**config.mk**
```make
export PLATFORM = sky130hd
export DESIGN_NAME = gated_timer
export DESIGN_NICKNAME = d
export VERILOG_FILES = /design/src/design/gate_timer_pkg.sv /design/src/design/edge_if.sv /design/src/design/edge_detect.sv /design/src/design/gated_timer.sv
export VERILOG_INCLUDE_DIRS = /design/src /design/src/design
export SDC_FILE = /design/constraint.sdc
export NUM_CORES = 1
export LEC_CHECK = 0
export ABC_CLOCK_PERIOD_IN_PS = 4100
export BUFFER_PORTS_ARGS = -buffer_cell sky130_fd_sc_hd__buf_4
export CAP_MARGIN = 20
export CORE_AREA = 5 5 70 104
export DETAILED_ROUTE_END_ITERATION = 8
export DIE_AREA = 0 0 75 109
export PLACE_DENSITY = 0.89
export SKIP_LAST_GASP = 1
export SLEW_MARGIN = 20
export SYNTH_ARGS = -nofsm -noshare
export SYNTH_HDL_FRONTEND = slang
export SYNTH_SLANG_ARGS = --single-unit
```
**constraint.sdc**
```tcl
create_clock -name core_clk_i -period 4.1 [get_ports core_clk_i]
set_clock_uncertainty 0.05 [all_clocks]
set_input_delay 0.82 -clock core_clk_i [delete_from_list [all_inputs] [get_ports core_clk_i]]
set_output_delay 0.82 -clock core_clk_i [all_outputs]
set_load 0.02 [all_outputs]
```
**src/design/gate_timer_map.svh**
```systemverilog
// Register offsets, field positions, reset values and timing constants
`ifndef GATE_TIMER_MAP_SVH
`define GATE_TIMER_MAP_SVH

`define CLK_CTRL_OFFSET 12'h000
`define GATE_CTRL_OFFSET 12'h004
`define COUNT_LOW_OFFSET 12'h008
`define COUNT_HIGH_OFFSET 12'h00C
`define FLAGS_OFFSET 12'h010

`define CLK_CTRL_RESET 8'h00
`define GATE_CTRL_RESET 8'h00
`define CLK_CTRL_WMASK 8'hF5

`define CS_MSB 7
`define CS_LSB 6
`define PS_MSB 5
`define PS_LSB 4
`define SYNC_DIS_BIT 2
`define ON_BIT 0

`define GE_BIT 7
`define GPOL_BIT 6
`define GTM_BIT 5
`define GSPM_BIT 4
`define GGO_BIT 3
`define GVAL_BIT 2
`define GSS_MSB 1
`define GSS_LSB 0

`define OVF_FLAG_BIT 0
`define GATE_FLAG_BIT 1

`define INSTR_DIV 4

`endif

```
**src/design/gate_timer_pkg.sv**
```systemverilog
// Types shared by the gated timer files
package gate_timer_pkg;
  typedef enum logic [3:0] {
    CLK_INSTR = 4'h1,
    CLK_SYS = 4'h2,
    CLK_EXT = 4'h4,
    CLK_OSC = 4'h8
  } clk_src_t;

  typedef enum logic [2:0] {
    SP_IDLE = 3'h1,
    SP_ARMED = 3'h2,
    SP_RUN = 3'h4
  } sp_state_t;
endpackage

```
**src/design/edge_if.sv**
```systemverilog
// Edge strobes passed between the timer core and its edge detectors
`timescale 1ns/1ps
interface edge_if;
  logic level;
  logic rise;
  logic fall;
  modport det (input level, output rise, output fall);
  modport use_side (output level, input rise, input fall);
endinterface

```
**src/design/edge_detect.sv**
```systemverilog
// Registered rising and falling edge detector with optional two-stage sync
`timescale 1ns/1ps
module edge_detect #(
  parameter bit SYNC = 1'b0
) (
  // Clock and reset
  input wire logic core_clk_i,
  input wire logic rst_n_i,
  // Edge strobes
  edge_if.det e
);
  logic s1_reg;
  logic s2_reg;
  logic prev_reg;
  logic cur;

  always_ff @(posedge core_clk_i or negedge rst_n_i) begin
    if (!rst_n_i) begin
      s1_reg <= 1'b0;
      s2_reg <= 1'b0;
    end else begin
      s1_reg <= e.level;
      s2_reg <= s1_reg;
    end
  end

  // Unsynchronised path still needs one flop to find an edge
  assign cur = SYNC ? s2_reg : e.level;

  always_ff @(posedge core_clk_i or negedge rst_n_i) begin
    if (!rst_n_i) begin
      prev_reg <= 1'b0;
    end else begin
      prev_reg <= cur;
    end
  end

  assign e.rise = cur & ~prev_reg;
  assign e.fall = ~cur & prev_reg;
endmodule // edge_detect

```
**src/design/gated_timer.sv**
```systemverilog
// Gated 16-bit up-counter with clock select, prescaler and gate modes on APB
//
// How it works
// - Clock source field picks counting clock
// - Prescale field divides by 1, 2, 4, 8
// - External clock sync unless sync_disable set
// - Sync disable ignored for internal clocks
// - Counter on runs; off stops, clears toggle
// - Gate enable matters only when counter on
// - Gate polarity picks active level
// - Toggle mode uses flip-flop; off clears it
// - Toggle flip-flop flips on gate rising edge
// - Single-pulse mode controls counter gate
// - Go/done reads armed or measuring state
// - Clearing single-pulse mode clears go/done
// - Gate value shows live gate state
// - Gate source field picks gate input
// - Active gate counts, inactive gate holds
// - Armed pulse counts once, then go/done clears
// - Rollover FFFF to 0000 sets overflow flag
// - Gate value falling edge sets gate flag
`timescale 1ns/1ps
`include "gate_timer_map.svh"
module gated_timer
  import gate_timer_pkg::*;
#(
  parameter int COUNT_W = 16
) (
  // Clock and reset
  input wire logic core_clk_i,
  input wire logic rst_n_i,
  // APB slave
  input wire logic psel_i,
  input wire logic penable_i,
  input wire logic pwrite_i,
  input wire logic [11:0] paddr_i,
  input wire logic [31:0] pwdata_i,
  input wire logic [3:0] pstrb_i,
  output logic [31:0] prdata_o,
  output logic pready_o,
  output logic pslverr_o,
  // Clock and gate sources
  input wire logic external_clock_pin_i,
  input wire logic osc_clk_i,
  input wire logic gate_pin_i,
  input wire logic timer0_overflow_i,
  input wire logic synced_comparator_one_out_i,
  input wire logic synced_comparator_two_out_i,
  // Event flags and count
  output logic overflow_flag_o,
  output logic gate_event_flag_o,
  output logic [COUNT_W-1:0] count_o
);
  // Count is served to software as two byte registers, so only 16 bits fit
  if (COUNT_W != 16) begin : g_count_w_check
    $error("gated_timer: COUNT_W must be 16");
  end

  logic [7:0] clk_ctrl_reg;
  logic [7:0] gate_ctrl_reg;
  logic [COUNT_W-1:0] count_reg;
  logic overflow_flag_reg;
  logic gate_event_flag_reg;
  logic toggle_reg;
  logic gval_reg;
  logic [1:0] instr_div_reg;
  logic [2:0] presc_reg;
  sp_state_t sp_reg;
  logic go_done;
  logic [31:0] prdata_reg;
  logic pready_reg;
  logic pslverr_reg;

  // Bus decode
  logic wr_en;
  logic rd_en;
  logic hit;
  assign wr_en = psel_i & penable_i & pwrite_i & pready_reg;
  assign rd_en = psel_i & penable_i & ~pwrite_i & pready_reg;
  assign hit = (paddr_i == `CLK_CTRL_OFFSET) || (paddr_i == `GATE_CTRL_OFFSET) ||
               (paddr_i == `COUNT_LOW_OFFSET) || (paddr_i == `COUNT_HIGH_OFFSET) ||
               (paddr_i == `FLAGS_OFFSET);
  logic wr_clk;
  logic wr_gate;
  logic wr_lo;
  logic wr_hi;
  logic wr_flags;
  assign wr_clk = wr_en & pstrb_i[0] & (paddr_i == `CLK_CTRL_OFFSET);
  assign wr_gate = wr_en & pstrb_i[0] & (paddr_i == `GATE_CTRL_OFFSET);
  assign wr_lo = wr_en & pstrb_i[0] & (paddr_i == `COUNT_LOW_OFFSET);
  assign wr_hi = wr_en & pstrb_i[0] & (paddr_i == `COUNT_HIGH_OFFSET);
  assign wr_flags = wr_en & pstrb_i[0] & (paddr_i == `FLAGS_OFFSET);

  // Field views
  logic [1:0] cs;
  logic [1:0] ps;
  logic sync_dis;
  logic timer_on;
  logic gate_en;
  logic gpol;
  logic gtm;
  logic gspm;
  logic [1:0] gss;
  assign cs = clk_ctrl_reg[`CS_MSB:`CS_LSB];
  assign ps = clk_ctrl_reg[`PS_MSB:`PS_LSB];
  assign sync_dis = clk_ctrl_reg[`SYNC_DIS_BIT];
  assign timer_on = clk_ctrl_reg[`ON_BIT];
  assign gate_en = gate_ctrl_reg[`GE_BIT];
  assign gpol = gate_ctrl_reg[`GPOL_BIT];
  assign gtm = gate_ctrl_reg[`GTM_BIT];
  assign gspm = gate_ctrl_reg[`GSPM_BIT];
  assign gss = gate_ctrl_reg[`GSS_MSB:`GSS_LSB];

  clk_src_t src;
  always_comb begin
    case (cs)
      2'h3: src = CLK_OSC;
      2'h2: src = CLK_EXT;
      2'h1: src = CLK_SYS;
      default: src = CLK_INSTR;
    endcase
  end

  // Edge detectors: external pin both synced and raw, oscillator synced
  edge_if ext_sync_e ();
  edge_if ext_raw_e ();
  edge_if osc_e ();
  edge_if gate_e ();
  edge_if gsrc_e ();
  assign ext_sync_e.level = external_clock_pin_i;
  assign ext_raw_e.level = external_clock_pin_i;
  assign osc_e.level = osc_clk_i;

  edge_detect #(.SYNC(1'b1)) u_ext_sync (
    .core_clk_i(core_clk_i), .rst_n_i(rst_n_i), .e(ext_sync_e));
  edge_detect #(.SYNC(1'b0)) u_ext_raw (
    .core_clk_i(core_clk_i), .rst_n_i(rst_n_i), .e(ext_raw_e));
  edge_detect #(.SYNC(1'b1)) u_osc (
    .core_clk_i(core_clk_i), .rst_n_i(rst_n_i), .e(osc_e));

  // Instruction clock enable: one pulse every four system cycles
  always_ff @(posedge core_clk_i or negedge rst_n_i) begin
    if (!rst_n_i) begin
      instr_div_reg <= 2'h0;
    end else begin
      instr_div_reg <= instr_div_reg + 2'h1;
    end
  end

  logic src_tick;
  always_comb begin
    case (src)
      CLK_OSC: src_tick = osc_e.rise;
      CLK_EXT: src_tick = sync_dis ? ext_raw_e.rise : ext_sync_e.rise;
      CLK_SYS: src_tick = 1'b1;
      CLK_INSTR: src_tick = (instr_div_reg == 2'(`INSTR_DIV - 1));
      default: src_tick = 1'b0;
    endcase
  end

  // Prescaler runs only while the timer is on so a stop restarts it cleanly
  logic presc_tick;
  always_comb begin
    case (ps)
      2'h3: presc_tick = src_tick & (presc_reg == 3'h7);
      2'h2: presc_tick = src_tick & (presc_reg[1:0] == 2'h3);
      2'h1: presc_tick = src_tick & presc_reg[0];
      default: presc_tick = src_tick;
    endcase
  end

  always_ff @(posedge core_clk_i or negedge rst_n_i) begin
    if (!rst_n_i) begin
      presc_reg <= 3'h0;
    end else if (!timer_on || wr_clk) begin
      presc_reg <= 3'h0;
    end else if (src_tick) begin
      presc_reg <= presc_reg + 3'h1;
    end
  end

  // Gate source select and polarity
  logic gate_raw;
  always_comb begin
    case (gss)
      2'h3: gate_raw = synced_comparator_two_out_i;
      2'h2: gate_raw = synced_comparator_one_out_i;
      2'h1: gate_raw = timer0_overflow_i;
      default: gate_raw = gate_pin_i;
    endcase
  end

  logic gate_pol;
  assign gate_pol = gpol ? gate_raw : ~gate_raw;
  assign gsrc_e.level = gate_pol;
  edge_detect #(.SYNC(1'b0)) u_gsrc (
    .core_clk_i(core_clk_i), .rst_n_i(rst_n_i), .e(gsrc_e));

  always_ff @(posedge core_clk_i or negedge rst_n_i) begin
    if (!rst_n_i) begin
      toggle_reg <= 1'b0;
    end else if (!timer_on || !gtm) begin
      toggle_reg <= 1'b0;
    end else if (gsrc_e.rise) begin
      toggle_reg <= ~toggle_reg;
    end
  end

  logic gate_stage;
  assign gate_stage = gtm ? toggle_reg : gate_pol;

  // Single pulse: arm on go, open at the next rising gate, close at its trailing edge
  edge_if stage_e ();
  assign stage_e.level = gate_stage;
  edge_detect #(.SYNC(1'b0)) u_stage (
    .core_clk_i(core_clk_i), .rst_n_i(rst_n_i), .e(stage_e));

  logic go_set;
  assign go_set = wr_gate & pwdata_i[`GGO_BIT] & pwdata_i[`GSPM_BIT];

  always_ff @(posedge core_clk_i or negedge rst_n_i) begin
    if (!rst_n_i) begin
      sp_reg <= SP_IDLE;
    end else if (!gspm && !go_set) begin
      // Mode and go written together must arm at once, as the mode bit lands on that edge
      sp_reg <= SP_IDLE;
    end else begin
      case (sp_reg)
        SP_IDLE: if (go_set) sp_reg <= SP_ARMED;
        SP_ARMED: if (stage_e.rise) sp_reg <= SP_RUN;
        SP_RUN: if (stage_e.fall) sp_reg <= SP_IDLE;
        default: sp_reg <= SP_IDLE;
      endcase
    end
  end

  // Go/done is high while armed or measuring, as the state machine shows
  assign go_done = (sp_reg != SP_IDLE);

  logic gate_val;
  assign gate_val = gspm ? ((sp_reg == SP_RUN) & gate_stage) : gate_stage;

  always_ff @(posedge core_clk_i or negedge rst_n_i) begin
    if (!rst_n_i) begin
      gval_reg <= 1'b0;
    end else begin
      gval_reg <= gate_val;
    end
  end

  assign gate_e.level = gval_reg;
  edge_detect #(.SYNC(1'b0)) u_gval (
    .core_clk_i(core_clk_i), .rst_n_i(rst_n_i), .e(gate_e));

  // Counter
  logic count_en;
  assign count_en = timer_on & presc_tick & (~gate_en | gval_reg);

  always_ff @(posedge core_clk_i or negedge rst_n_i) begin
    if (!rst_n_i) begin
      count_reg <= '0;
    end else if (wr_lo) begin
      count_reg[7:0] <= pwdata_i[7:0];
    end else if (wr_hi) begin
      count_reg[15:8] <= pwdata_i[7:0];
    end else if (count_en) begin
      count_reg <= count_reg + 16'h0001;
    end
  end

  logic rollover;
  assign rollover = count_en & ~wr_lo & ~wr_hi & (count_reg == 16'hFFFF);

  // Flags: write one to clear, a set in the same cycle wins
  always_ff @(posedge core_clk_i or negedge rst_n_i) begin
    if (!rst_n_i) begin
      overflow_flag_reg <= 1'b0;
    end else if (rollover) begin
      overflow_flag_reg <= 1'b1;
    end else if (wr_flags & pwdata_i[`OVF_FLAG_BIT]) begin
      overflow_flag_reg <= 1'b0;
    end
  end

  always_ff @(posedge core_clk_i or negedge rst_n_i) begin
    if (!rst_n_i) begin
      gate_event_flag_reg <= 1'b0;
    end else if (gate_e.fall) begin
      gate_event_flag_reg <= 1'b1;
    end else if (wr_flags & pwdata_i[`GATE_FLAG_BIT]) begin
      gate_event_flag_reg <= 1'b0;
    end
  end

  // Control registers
  always_ff @(posedge core_clk_i or negedge rst_n_i) begin
    if (!rst_n_i) begin
      clk_ctrl_reg <= `CLK_CTRL_RESET;
    end else if (wr_clk) begin
      clk_ctrl_reg <= pwdata_i[7:0] & `CLK_CTRL_WMASK;
    end
  end

  always_ff @(posedge core_clk_i or negedge rst_n_i) begin
    if (!rst_n_i) begin
      gate_ctrl_reg <= `GATE_CTRL_RESET;
    end else if (wr_gate) begin
      gate_ctrl_reg <= {pwdata_i[7:4], 2'b00, pwdata_i[1:0]};
    end
  end

  // APB: one wait state so every access completes in two access cycles
  always_ff @(posedge core_clk_i or negedge rst_n_i) begin
    if (!rst_n_i) begin
      pready_reg <= 1'b0;
    end else begin
      pready_reg <= psel_i & penable_i & ~pready_reg;
    end
  end

  logic [31:0] rd_mux;
  always_comb begin
    rd_mux = 32'h0000_0000;
    case (paddr_i)
      `CLK_CTRL_OFFSET: rd_mux[7:0] = clk_ctrl_reg;
      `GATE_CTRL_OFFSET: rd_mux[7:0] = {gate_ctrl_reg[7:4], go_done, gval_reg,
                                        gate_ctrl_reg[1:0]};
      `COUNT_LOW_OFFSET: rd_mux[7:0] = count_reg[7:0];
      `COUNT_HIGH_OFFSET: rd_mux[7:0] = count_reg[15:8];
      `FLAGS_OFFSET: rd_mux[1:0] = {gate_event_flag_reg, overflow_flag_reg};
      default: rd_mux = 32'h0000_0000;
    endcase
  end

  always_ff @(posedge core_clk_i or negedge rst_n_i) begin
    if (!rst_n_i) begin
      prdata_reg <= 32'h0000_0000;
      pslverr_reg <= 1'b0;
    end else if (psel_i & penable_i & ~pready_reg) begin
      prdata_reg <= pwrite_i ? 32'h0000_0000 : rd_mux;
      pslverr_reg <= ~hit;
    end else begin
      pslverr_reg <= 1'b0;
    end
  end

  // Reads have no side effect here, so the read strobe is kept only for symmetry
  logic unused_rd;
  assign unused_rd = rd_en;

  assign prdata_o = prdata_reg;
  assign pready_o = pready_reg;
  assign pslverr_o = pslverr_reg;
  assign overflow_flag_o = overflow_flag_reg;
  assign gate_event_flag_o = gate_event_flag_reg;
  assign count_o = count_reg;
endmodule // gated_timer

```
; ---- After elaboration in Yosys (flattened, before gate mapping)
; Index checks and enable logic that the tools add are counted.
[classes]
eq_ne = 29
reduce_logical = 21
n_addsub = 3
bitwise_logic = 45
muxes = 29
[op_table]
columns = op, count
row1 = $mux W8, 4
row2 = $and A1 B1 Y1, 30
row3 = $eq A12 B4 Y1 const B, 2
row4 = $pmux W6 S4, 1
row5 = $mux W3, 6
row6 = $add A16 B1 Y16 const B, 1
row7 = $eq A16 B16 Y1 const B, 1
row8 = $eq A2 B2 Y1 const B, 8
row9 = $mux W16, 1
row10 = $not A1 Y1, 14
row11 = $eq A12 B3 Y1 const B, 1
row12 = $eq A12 B5 Y1 const B, 1
row13 = $logic_not A12 Y1, 1
row14 = $pmux W4 S3, 1
row15 = $reduce_bool A2 Y1, 6
row16 = $mux W1, 11
row17 = $pmux W2 S5, 1
row18 = $ne A3 B3 Y1 const B, 3
row19 = $pmux W3 S3, 1
row20 = $eq A2 B1 Y1 const B, 3
row21 = $eq A3 B3 Y1 const B, 2
row22 = $logic_or A1 B1 Y1, 6
row23 = $pmux W1 S3, 2
row24 = $eq A4 B1 Y1 const B, 1
row25 = other kinds (15), 19
[word_totals]
regBits = 83
elab_cells = 150

; ---- Depth between registers and ports, before layout
; Gate-level depths: netlist of run 1.
[depth]
word_depth = 12
ltp_mapped = 9
mapped_depth_nobuf = 8

; ---- Cells and area by module
; From an unflattened synthesis of run 1, not the netlist that was laid out.
[unflattened]
cells_unflattened = 321
hier_area_um2 = 3323.2
[by_module_without_submodules]
columns = mod, cells_per_inst, area_per_inst_um2, n_inst, seq_area_each_um2
row1 = gated_timer, 299, 2982.9, 1, 1252.5
row2 = edge_detect (u_ext_sync ...), 5, 90.1, 2, 75.1
row3 = edge_detect (u_ext_raw ...), 3, 40.0, 4, 25.0

; ---- Worst setup path before layout of run 1
; Ideal clock, no wire load.
[synth_timing]
path_type = input to register
startpoint = input port paddr_i[9]
endpoint = register clk_ctrl_reg[2]
arrival_ns = 2.833
required_ns = 3.925
cell_stages = 7
path_slack_ns = 1.092
cell_sequence = or4_4 > or4_4 > or3_1 > buf_6 > nor2b_4 > buf_6 > mux2_4
[synth_via]
elab_chain_len = 2
[synth_lines]
columns = element, line_no
row1 = "start, declared", gated_timer.sv:36  ; input wire logic [11:0] paddr_i,
row2 = $logic_not A12 Y1, --
row3 = $and A1 B1 Y1, gated_timer.sv:88  ; assign wr_clk = wr_en & pstrb_i[0] & (paddr_i == `CLK_CTRL_OFFSET);
row4 = "end signal, assigned", gated_timer.sv:298  ; clk_ctrl_reg <= `CLK_CTRL_RESET;
row5 = "end signal, assigned", gated_timer.sv:300  ; clk_ctrl_reg <= pwdata_i[7:0] & `CLK_CTRL_WMASK;
row6 = "end, declared", gated_timer.sv:59  ; logic [7:0] clk_ctrl_reg;
; No other way between the ends.
; A chain may end at the register's enable or synchronous reset.

; ---- Worst setup path after layout of run 1
; Same ends and word-level chain as after synthesis.

==> results by group, run 1 <==
Outcome
  • Outcome: complete, no violations

Clock tree
  • CTS buffer count: 9
  • # Post-CTS Setup Buffers: 0
  • CTS tree: done
  • Clock Pin Slew Worst Setup and Hold Paths: 0.07 ns
  • # clock sinks: 59
  • Root Driver: clkbuf_8
  • Clk_lat worst skew: 0.34 ns
  • H-Tree Depth: 3
  • Post-CTS Resized: 0
  • Post-CTS Hold Buffers: 0
  • Clock Path Buffers: 2

Setup path
  • Critical path cell sequence: buf_4 > or4_4 > or4_4 > or3_1 > nor2b_4 > mux2_4
  • Worst setup EP type: register
  • CP max-delay cell: or3_1
  • CP max stage delay: 0.58 ns
  • Critical path launch point type: primary input
  • Most common cell on crit path: or4_4
  • Worst EP required: 4.28 ns
  • Crit Path Category: primary input to register
  • CP Max Fanout: 10
  • Worst path arrival time: 3.23 ns

STA
  • Worst Max-Slew Pin Slew: 0.811 ns
  • Final min period: 3.05 ns
  • Final Hold Viols: 0
  • Fin crit share: 74.4%
  • RSZ-0062 raised after global routing: no
  • Endpoints failing setup: 0
  • Slew Viols, Final: 0
  • Max Freq: 328 MHz
  • TNS Setup: 0 ns
  • Max-slew headroom: 45.4%
  • Worst hold-check slack: 0.308 ns

Power and ir drop
  • Power, Total: 1.16 mW
  • Lkg Pwr: 1.88 nW
  • PwrDens: 297 nW/µm²
  • Peak VDD IR: 0.220 mV

Finish
  • Number of flip-flops in the largest register: 16
  • FILL cells: 542
  • Final core utilization: 61.6%
  • Non-Filler Instances: 472
  • Total area of sequential cells: 1480 µm²
  • Fin nets: 457
  • Multi-input gate area: 1650 µm²
  • Synth-to-layout area growth: 18.0%
  • ANT cells: 0
  • Layout cell share with drive strength beyond 1: 25.0%

Routing
  • Antenna viol nets, final: 0
  • Top Metal Used: met4
  • First-pass DRT Iterations: 4
  • Met3 routed WL: 554 µm
  • Via count: 2,676
  • Metal1 wirelength: 3.10 mm
  • Via-to-Cell Ratio: 5.67
  • WL/cell: 17.4 µm
  • Total Wirelength: 8.20 mm
  • Met2 Routed Length: 4.36 mm
  • Initial DRC Count: 176
  • Remaining DRCs: 0

Floorplanning
  • Core Region: 6350 µm²
  • I/O pin count: 111
  • Die width: 75 µm
  • Initial Util: 52.2%
  • DIE AREA: 8180 µm²
  • Die height: 109 µm
  • Row cnt: 36

Synthesis
  • Post-synth top area share: 43.8%
  • Post-Syn Instances: 329
  • Seq/Total Area, Yosys: 44.6%
  • Dominant cells by area after synthesis: dfrtp_1 44%, mux2i_1 5.4%, buf_4 5.4%
  • Dominant cell type by area after synthesis: dfrtp_1
  • Distinct cells, synth: 53
  • FF+latch count, synth: 59
  • Synth warnings: 0
  • Synth async-reset ratio: 100%
  • Syn_area_per_cell: 10.1 µm²
  • Synth cell count leaders: 58 x dfrtp_1, 30 x nand2_1, 24 x buf_4, 23 x nor2_1, 18 x mux2i_1
  • Top-count cell post-synth: dfrtp_1
  • Main synth FF type: dfrtp_1
  • Mapped cell area: 3310 µm²
  • Post-synth EDFFs: 0

Placement
  • Gpl congestion: 0.894
  • Number of port buffers: 59
  • Placed cell count: 456
  • Final HPWL DP: 5.98 mm

Global routing
  • Initial antenna violation count: 0
  • GR Overflow Total: 0
  • Gr usage total: 21.5%
  • Largest net degree at the start of global routing: 60
  • First-pass GRT wire length: 13.1 mm
  • Vias in the first global route: 2,663

Job
  • Max_cap viols: 0

Min path
  • HP Class: register to register
-- final timing paths --
path                                       from                to  slack [ns]  depth (start not counted)
worst max-delay path                 paddr_i[9]   clk_ctrl_reg[2]        1.05                          6
worst min-delay path               u_osc.s1_reg         u_osc.cur        0.31                          0
worst max register to register  clk_ctrl_reg[2]        count_o[5]        1.73                          7
worst min register to register     u_osc.s1_reg         u_osc.cur        0.31                          0
max in group asynchronous               rst_n_i         sp_reg[2]        2.99                          1
min in group asynchronous               rst_n_i  gate_ctrl_reg[0]        0.50                          1
-- critical path: cells and delay by family --
| kind | cells | cell delay (ns) |
|---|---|---|
| buf+inv | 1 | 0.11 |
| mux | 1 | 0.33 |
| simple gates | 4 | 1.97 |
-- stage by stage --
stage          cell area, µm²  worst slack, ns
6_report                 3910             1.05
3_3_place_gp             3730            0.760
3_5_place_dp             3730            0.706
2_1_floorplan            3400             1.09
5_1_grt                  3910            0.893
4_1_cts                  3910             1.06
-- cells in the final DEF, fill, tap and decap left out, types with 4 or more instances in the layout --
cell | synthesis | layout
buf_4 | 24 | 63
dfrtp_1 | 58 | 58
nand2_1 | 30 | 30
conb_1 | 1 | 24
nor2_1 | 23 | 23
mux2i_1 | 18 | 18
o21ai_0 | 17 | 17
clkbuf_8 | 0 | 11
inv_1 | 10 | 10
xnor2_1 | 10 | 10
nor3_1 | 9 | 9
a21oi_1 | 8 | 8
nand2b_1 | 8 | 8
mux2_2 | 7 | 7
ha_1 | 7 | 7
o22ai_1 | 6 | 6
a22o_1 | 6 | 6
nand4_1 | 6 | 6
nand3_1 | 6 | 6
o21a_1 | 5 | 5
and3_1 | 5 | 5
or3_1 | 4 | 4
nor4b_1 | 4 | 4
nor4_1 | 4 | 4
-- kinds of logic (layout without fill, tap and decap cells) --
kind of cell / Yosys count / count (layout) / synth area share, %
and+or+nand+nor: 120 / 120 / 20.1
DFF: 59 / 59 / 44.6
AOI/OAI and AO/OA: 55 / 55 / 11.0
buffers and inverters: 45 / 89 / 8.27
muxes: 29 / 29 / 9.85
xor gates and xnor gates: 13 / 13 / 3.44
adders and majority gates: 7 / 7 / 2.64
other: 1 / 24 / 0.113
-- where the power goes --
part	leakage, nW	total, mW	switching [mW]	internal [mW]
clock network	0.0884	0.484	0.234	0.250
logic	1.02	0.0860	0.0566	0.0294
registers	0.777	0.591	0.00320	0.588
-- layout make-up --
type / count / area share (%)
Clock buffer: 12 / 3.97
Clock inverter: 4 / 0.640
Inverter: 10 / 0.959
Multi-Input combinational cell: 248 / 42.1
Sequential cell: 59 / 37.8
Tap cell: 76 / 2.43
Timing Repair Buffer: 63 / 12.1
-- routing by layer --
metal / vias up / track usage [%]
met2: 117 / 37.6
met5: - / 0
met4: 0 / 8.65
met3: 16 / 3.97
li1: 1245 / -
met1: 1298 / 25.4
Note: power is estimated with default switching activity, not from simulation.
==> inputs of run 2 (changes only) <==
--- a/config.mk
+++ b/config.mk
@@ -6,13 +6,13 @@
 export SDC_FILE = /design/constraint.sdc
 export NUM_CORES = 1
 export LEC_CHECK = 0
-export ABC_CLOCK_PERIOD_IN_PS = 4100
+export ABC_CLOCK_PERIOD_IN_PS = 2900
 export BUFFER_PORTS_ARGS = -buffer_cell sky130_fd_sc_hd__buf_4
 export CAP_MARGIN = 20
-export CORE_AREA = 5 5 70 104
+export CORE_AREA = 5 5 72 107
 export DETAILED_ROUTE_END_ITERATION = 8
-export DIE_AREA = 0 0 75 109
-export PLACE_DENSITY = 0.89
+export DIE_AREA = 0 0 77 112
+export PLACE_DENSITY = 0.84
 export SKIP_LAST_GASP = 1
 export SLEW_MARGIN = 20
 export SYNTH_ARGS = -nofsm -noshare
==> constraint.sdc (replaced) <==
create_clock -name core_clk_i -period 2.9 [get_ports core_clk_i]
set_clock_uncertainty 0.05 [all_clocks]
set_input_delay 0.58 -clock core_clk_i [delete_from_list [all_inputs] [get_ports core_clk_i]]
set_output_delay 0.58 -clock core_clk_i [all_outputs]
set_load 0.02 [all_outputs]
==> results by group, run 2 (synthesized netlist as in run 1, its figures left out) <==
Clock tree
  • CTS buffer count: 9
  • H-Tree Depth: 3
  • Post-CTS Resized: 0
  • Clock Pin Slew Worst Setup and Hold Paths: 0.06 ns
  • Clk_lat worst skew: 0.34 ns
  • Root Driver: clkbuf_8
  • CTS tree: done
  • Clock Path Buffers: 2
  • # clock sinks: 59
  • Post-CTS Hold Buffers: 0
  • # Post-CTS Setup Buffers: 0

Min path
  • HP Class: primary input to async pin

STA
  • Setup ws final: 0.279 ns
  • RSZ-0062 raised after global routing: no
  • Slew Viols, Final: 0
  • Final min period: 2.62 ns
  • Max-slew headroom: 50.9%
  • Final Hold Viols: 0
  • Worst hold-check slack: 0.240 ns
  • Endpoints failing setup: 0
  • Fin crit share: 90.4%
  • TNS Setup: 0 ns
  • Max Freq: 381 MHz
  • Worst Max-Slew Pin Slew: 0.736 ns

Setup path
  • Worst EP required: 3.08 ns
  • Reg-to-Reg Start: clk_ctrl_reg[2]
  • Critical path launch point type: primary input
  • R2r worst-path depth: 7
  • CP Max Fanout: 5
  • Worst reg2reg setup slack: 0.50 ns
  • Crit Path Category: primary input to register
  • Reg-to-Reg End: count_o[15]
  • Worst setup EP type: register
  • Worst path arrival time: 2.80 ns

Power and ir drop
  • Lkg Pwr: 1.93 nW
  • PwrDens: 440 nW/µm²
  • Peak VDD IR: 0.344 mV
  • Power, Total: 1.76 mW

Finish
  • Most frequent cells in the layout: 68 x buf_4, 58 x dfrtp_1, 30 x nand2_1
  • Non-Filler Instances: 480
  • FILL cells: 564
  • Cell area after layout: 4000 µm²
  • Commonest non-fill, non-tap cell in the layout: buf_4
  • Number of flip-flops in the largest register: 16
  • Layout cell share with drive strength beyond 1: 25.9%
  • Synth-to-layout area growth: 20.7%
  • Final core utilization: 59.6%
  • ANT cells: 0
  • Fin nets: 463

Job
  • Max_cap viols: 0

Routing
  • Initial DRC Count: 191
  • Via-to-Cell Ratio: 5.52
  • Top Metal Used: met4
  • Via count: 2,651
  • WL/cell: 16.8 µm
  • First-pass DRT Iterations: 5
  • Antenna viol nets, final: 0
  • Total Wirelength: 8.05 mm
  • Metal1 wirelength: 3.07 mm
  • Remaining DRCs: 0
  • Met2 Routed Length: 4.32 mm
  • Met3 routed WL: 471 µm

Placement
  • Dpl ws: -0.0783 ns
  • Placed cell count: 464
  • Number of port buffers: 59
  • Placed cell areas: 3790 µm²
  • Gpl congestion: 0.881
  • Final HPWL DP: 6.04 mm

Outcome
  • Outcome: complete, no violations

Global routing
  • Initial antenna violation count: 0
  • Gr usage total: 18.9%
  • First-pass GRT wire length: 13.0 mm
  • Vias in the first global route: 2,681
  • Largest net degree at the start of global routing: 60
  • GR Overflow Total: 0

Floorplanning
  • Initial Util: 49.4%
  • Die height: 112 µm
  • Row cnt: 37
  • I/O pin count: 111
  • Core Region: 6710 µm²
  • DIE AREA: 8620 µm²
  • Die width: 77 µm
[run 2: cell types whose count changed in the layout (fill, tap and decap cells not counted)]
cell	before	now
clkbuf_1	1	2
buf_12	0	1
buf_4	63	68
clkbuf_8	11	9
clkinvlp_4	2	1
bufinv_16	0	2
[run 2: worst max path at each step]
stage          startpoint  slack [ns]  cells after the start               to
3_3_place_gp   paddr_i[9]       -0.05                      6  clk_ctrl_reg[2]
4_1_cts        paddr_i[9]        0.28                      6  clk_ctrl_reg[7]
3_5_place_dp   paddr_i[9]       -0.08                      6  clk_ctrl_reg[2]
5_1_grt        paddr_i[9]        0.21                      8      prdata_o[3]
6_report       paddr_i[9]        0.28                      6  clk_ctrl_reg[7]
2_1_floorplan  paddr_i[9]        0.13                      7  clk_ctrl_reg[2]
[run 2: cell type report]
| class | instances | area (µm²) | area share (%) |
|---|---|---|---|
| Tap cell | 78 | 97.6 | 2.44 |
| Clock buffer | 11 | 131 | 3.28 |
| Clock inverter | 5 | 77.6 | 1.94 |
| Timing Repair Buffer | 69 | 531 | 13.3 |
| Multi-Input combinational cell | 248 | 1650 | 41.2 |
| Sequential cell | 59 | 1480 | 36.9 |
| Inverter | 10 | 37.5 | 0.938 |
[run 2: critical path: stages]
cell	delay (ns)
buf_4	0.11
or4_4	0.53
or4_4	0.50
or3_1	0.48
nor2b_4	0.28
mux2_4	0.32
[run 2: power breakdown]
group	internal, mW	switching, mW	leakage (nW)
clock	0.481	0.319	0.103
sequential	0.832	0.00473	0.777
combinational	0.0416	0.0815	1.05
total	1.35	0.406	1.93
[run 2: per-layer routing]
metal | track usage [%] | vias up
li1 | - | 1256
met2 | 32.4 | 91
met1 | 21.6 | 1288
met4 | 9.86 | 0
met5 | 0 | -
met3 | 4.13 | 16
==> inputs of run 3 (changes only) <==
--- a/config.mk
+++ b/config.mk
@@ -6,7 +6,7 @@
 export SDC_FILE = /design/constraint.sdc
 export NUM_CORES = 1
 export LEC_CHECK = 0
-export ABC_CLOCK_PERIOD_IN_PS = 2900
+export ABC_CLOCK_PERIOD_IN_PS = 2600
 export BUFFER_PORTS_ARGS = -buffer_cell sky130_fd_sc_hd__buf_4
 export CAP_MARGIN = 20
 export CORE_AREA = 5 5 72 107
==> constraint.sdc (replaced) <==
create_clock -name core_clk_i -period 2.6 [get_ports core_clk_i]
set_clock_uncertainty 0.05 [all_clocks]
set_input_delay 0.52 -clock core_clk_i [delete_from_list [all_inputs] [get_ports core_clk_i]]
set_output_delay 0.52 -clock core_clk_i [all_outputs]
set_load 0.02 [all_outputs]
==> results by group, run 3 (synthesized netlist as in run 1, its figures left out) <==
Outcome
  • Outcome: complete, no violations

STA
  • RSZ-0062 raised after global routing: no
  • Endpoints failing setup: 0
  • Final Hold Viols: 0
  • TNS Setup: 0 ns
  • Max-slew headroom: 51.0%
  • Max Freq: 402 MHz
  • Final min period: 2.49 ns
  • Slew Viols, Final: 0
  • Worst Max-Slew Pin Slew: 0.734 ns
  • Setup ws final: 0.111 ns
  • Fin crit share: 95.7%

Min path
  • HP Class: primary input to async pin

Global routing
  • First-pass GRT wire length: 13.5 mm
  • Vias in the first global route: 2,747
  • Gr usage total: 19.4%
  • Initial antenna violation count: 0
  • GR Overflow Total: 0
  • Largest net degree at the start of global routing: 60

Placement
  • Final HPWL DP: 6.15 mm
  • Dpl ws: -0.286 ns
  • Placed cell count: 471
  • Number of port buffers: 59
  • Gpl congestion: 0.892

Clock tree
  • Post-CTS Hold Buffers: 0
  • Root Driver: clkbuf_8
  • H-Tree Depth: 3
  • Clk_lat worst skew: 0.34 ns
  • Clock Pin Slew Worst Setup and Hold Paths: 0.06 ns
  • # clock sinks: 59
  • CTS tree: done
  • CTS buffer count: 9
  • Clock Path Buffers: 2

Setup path
  • CP max stage delay: 0.53 ns
  • Critical path cell sequence: buf_4 > or4_4 > or4_4 > buf_4 > or2_1 > or3_1 > a221oi_1
  • CP max-delay cell: or4_4
  • Crit path buffers/inverters: 2
  • Worst path arrival time: 2.68 ns
  • Worst EP required: 2.79 ns
  • CP Max Fanout: 4
  • Top delay family on crit path: simple AND/OR/NAND/NOR gates
  • Critical path launch point type: primary input
  • Worst setup EP type: register
  • Crit Path Category: primary input to register

Floorplanning
  • Die height: 112 µm
  • Core Region: 6710 µm²
  • Row cnt: 37
  • DIE AREA: 8620 µm²
  • I/O pin count: 111
  • Initial Util: 49.4%
  • Die width: 77 µm

Finish
  • FILL cells: 557
  • Non-Filler Instances: 487
  • Synth-to-layout area growth: 22.0%
  • Layout cell share with drive strength beyond 1: 27.4%
  • Fin nets: 470
  • ANT cells: 0
  • Total area of sequential cells: 1480 µm²
  • Number of flip-flops in the largest register: 16
  • Most frequent cells in the layout: 76 x buf_4, 58 x dfrtp_1, 30 x nand2_1
  • Multi-input gate area: 1680 µm²
  • Commonest non-fill, non-tap cell in the layout: buf_4

Routing
  • Via-to-Cell Ratio: 5.55
  • Remaining DRCs: 0
  • Initial DRC Count: 166
  • Antenna viol nets, final: 0
  • First-pass DRT Iterations: 4
  • Total Wirelength: 7.97 mm
  • WL/cell: 16.4 µm
  • Via count: 2,704

Power and ir drop
  • Lkg Pwr: 1.96 nW
  • Power, Total: 1.87 mW
  • Internal power: 1.42 mW
  • Peak VDD IR: 0.319 mV
  • PwrDens: 463 nW/µm²
  • Switching Share: 24.4%
  • Clock network fraction of design power: 42.7%
  • Seq pwr share: 49.8%
  • Net Switching: 457 µW
  • Combinational power share: 7.5%

Job
  • Max_cap viols: 0
-- run 3: cell count changes in the layout (fill, tap and decap cells not counted) --
cell,previous run,this run
buf_12,1,0
buf_4,68,76
bufinv_16,2,1
clkinv_2,2,3
clkinv_4,0,1
clkinvlp_4,1,0
mux2_2,7,1
mux2_4,3,9
or3_1,4,3
or3_4,0,1
-- run 3: metrics by stage --
stage	cell area (µm²)	hold slack [ns]	util, %
after global routing	4050	0.213	60.3
final	4050	0.178	60.3
after global placement	3850	0.283	57.4
after detailed placement	3850	0.286	57.4
after CTS	4040	0.206	60.2
after floorplan	3420	0.174	-
-- run 3: repair_timing --
item / CTS / global route
setup endpoints to repair: 0 / 1
resized for setup: 0 / 1
setup buffers: 0 / 0
-- run 3: cell type report --
| type | count | area share [%] |
|---|---|---|
| clock buffers | 11 | 3.25 |
| clock inverters | 5 | 1.33 |
| inverters | 10 | 0.928 |
| multi-input cells | 248 | 41.4 |
| flip-flops and latches | 59 | 36.5 |
| well taps | 78 | 2.41 |
| repair buffers | 76 | 14.1 |
-- run 3: worst paths after layout --
check,start,to,slack [ns],cells past startpoint
worst max-delay path,paddr_i[9],sp_reg[1],0.11,7
worst min-delay path,rst_n_i,count_o[9],0.18,1
worst max register to register,clk_ctrl_reg[2],count_o[15],0.30,7
worst min register to register,u_osc.s1_reg,u_osc.cur,0.30,0
max in group asynchronous,rst_n_i,u_ext_sync.prev_reg,1.82,1
min in group core_clk_i,osc_clk_i,u_osc.s1_reg,0.23,1
-- run 3: layer usage --
| layer | routed length [µm] | GRT usage [%] |
|---|---|---|
| met3 | 396 | 4.53 |
| met1 | 3130 | 23.9 |
| met2 | 4230 | 33.0 |
| met4 | 212 | 7.11 |
| met5 | 0 | 0 |
-- run 3: power groups by stage --
stage          logic, mW  registers, mW  clock network [mW]
4_1_cts            0.140          0.932               0.813
5_1_grt            0.153          0.933               0.862
2_1_floorplan     0.0890          0.950                   0
3_5_place_dp       0.140          0.949                   0
3_3_place_gp       0.138          0.949                   0
6_report           0.140          0.932               0.800
-- run 3: worst register-to-register path: cells and delay by family (launching register included) --
kind	cells	cell delay (ns)
AND/OR/NAND/NOR	2	0.86
AO/OA/AOI/OAI	3	0.52
flip-flops	1	0.38
multiplexers	1	0.23
buffers and inverters	1	0.20
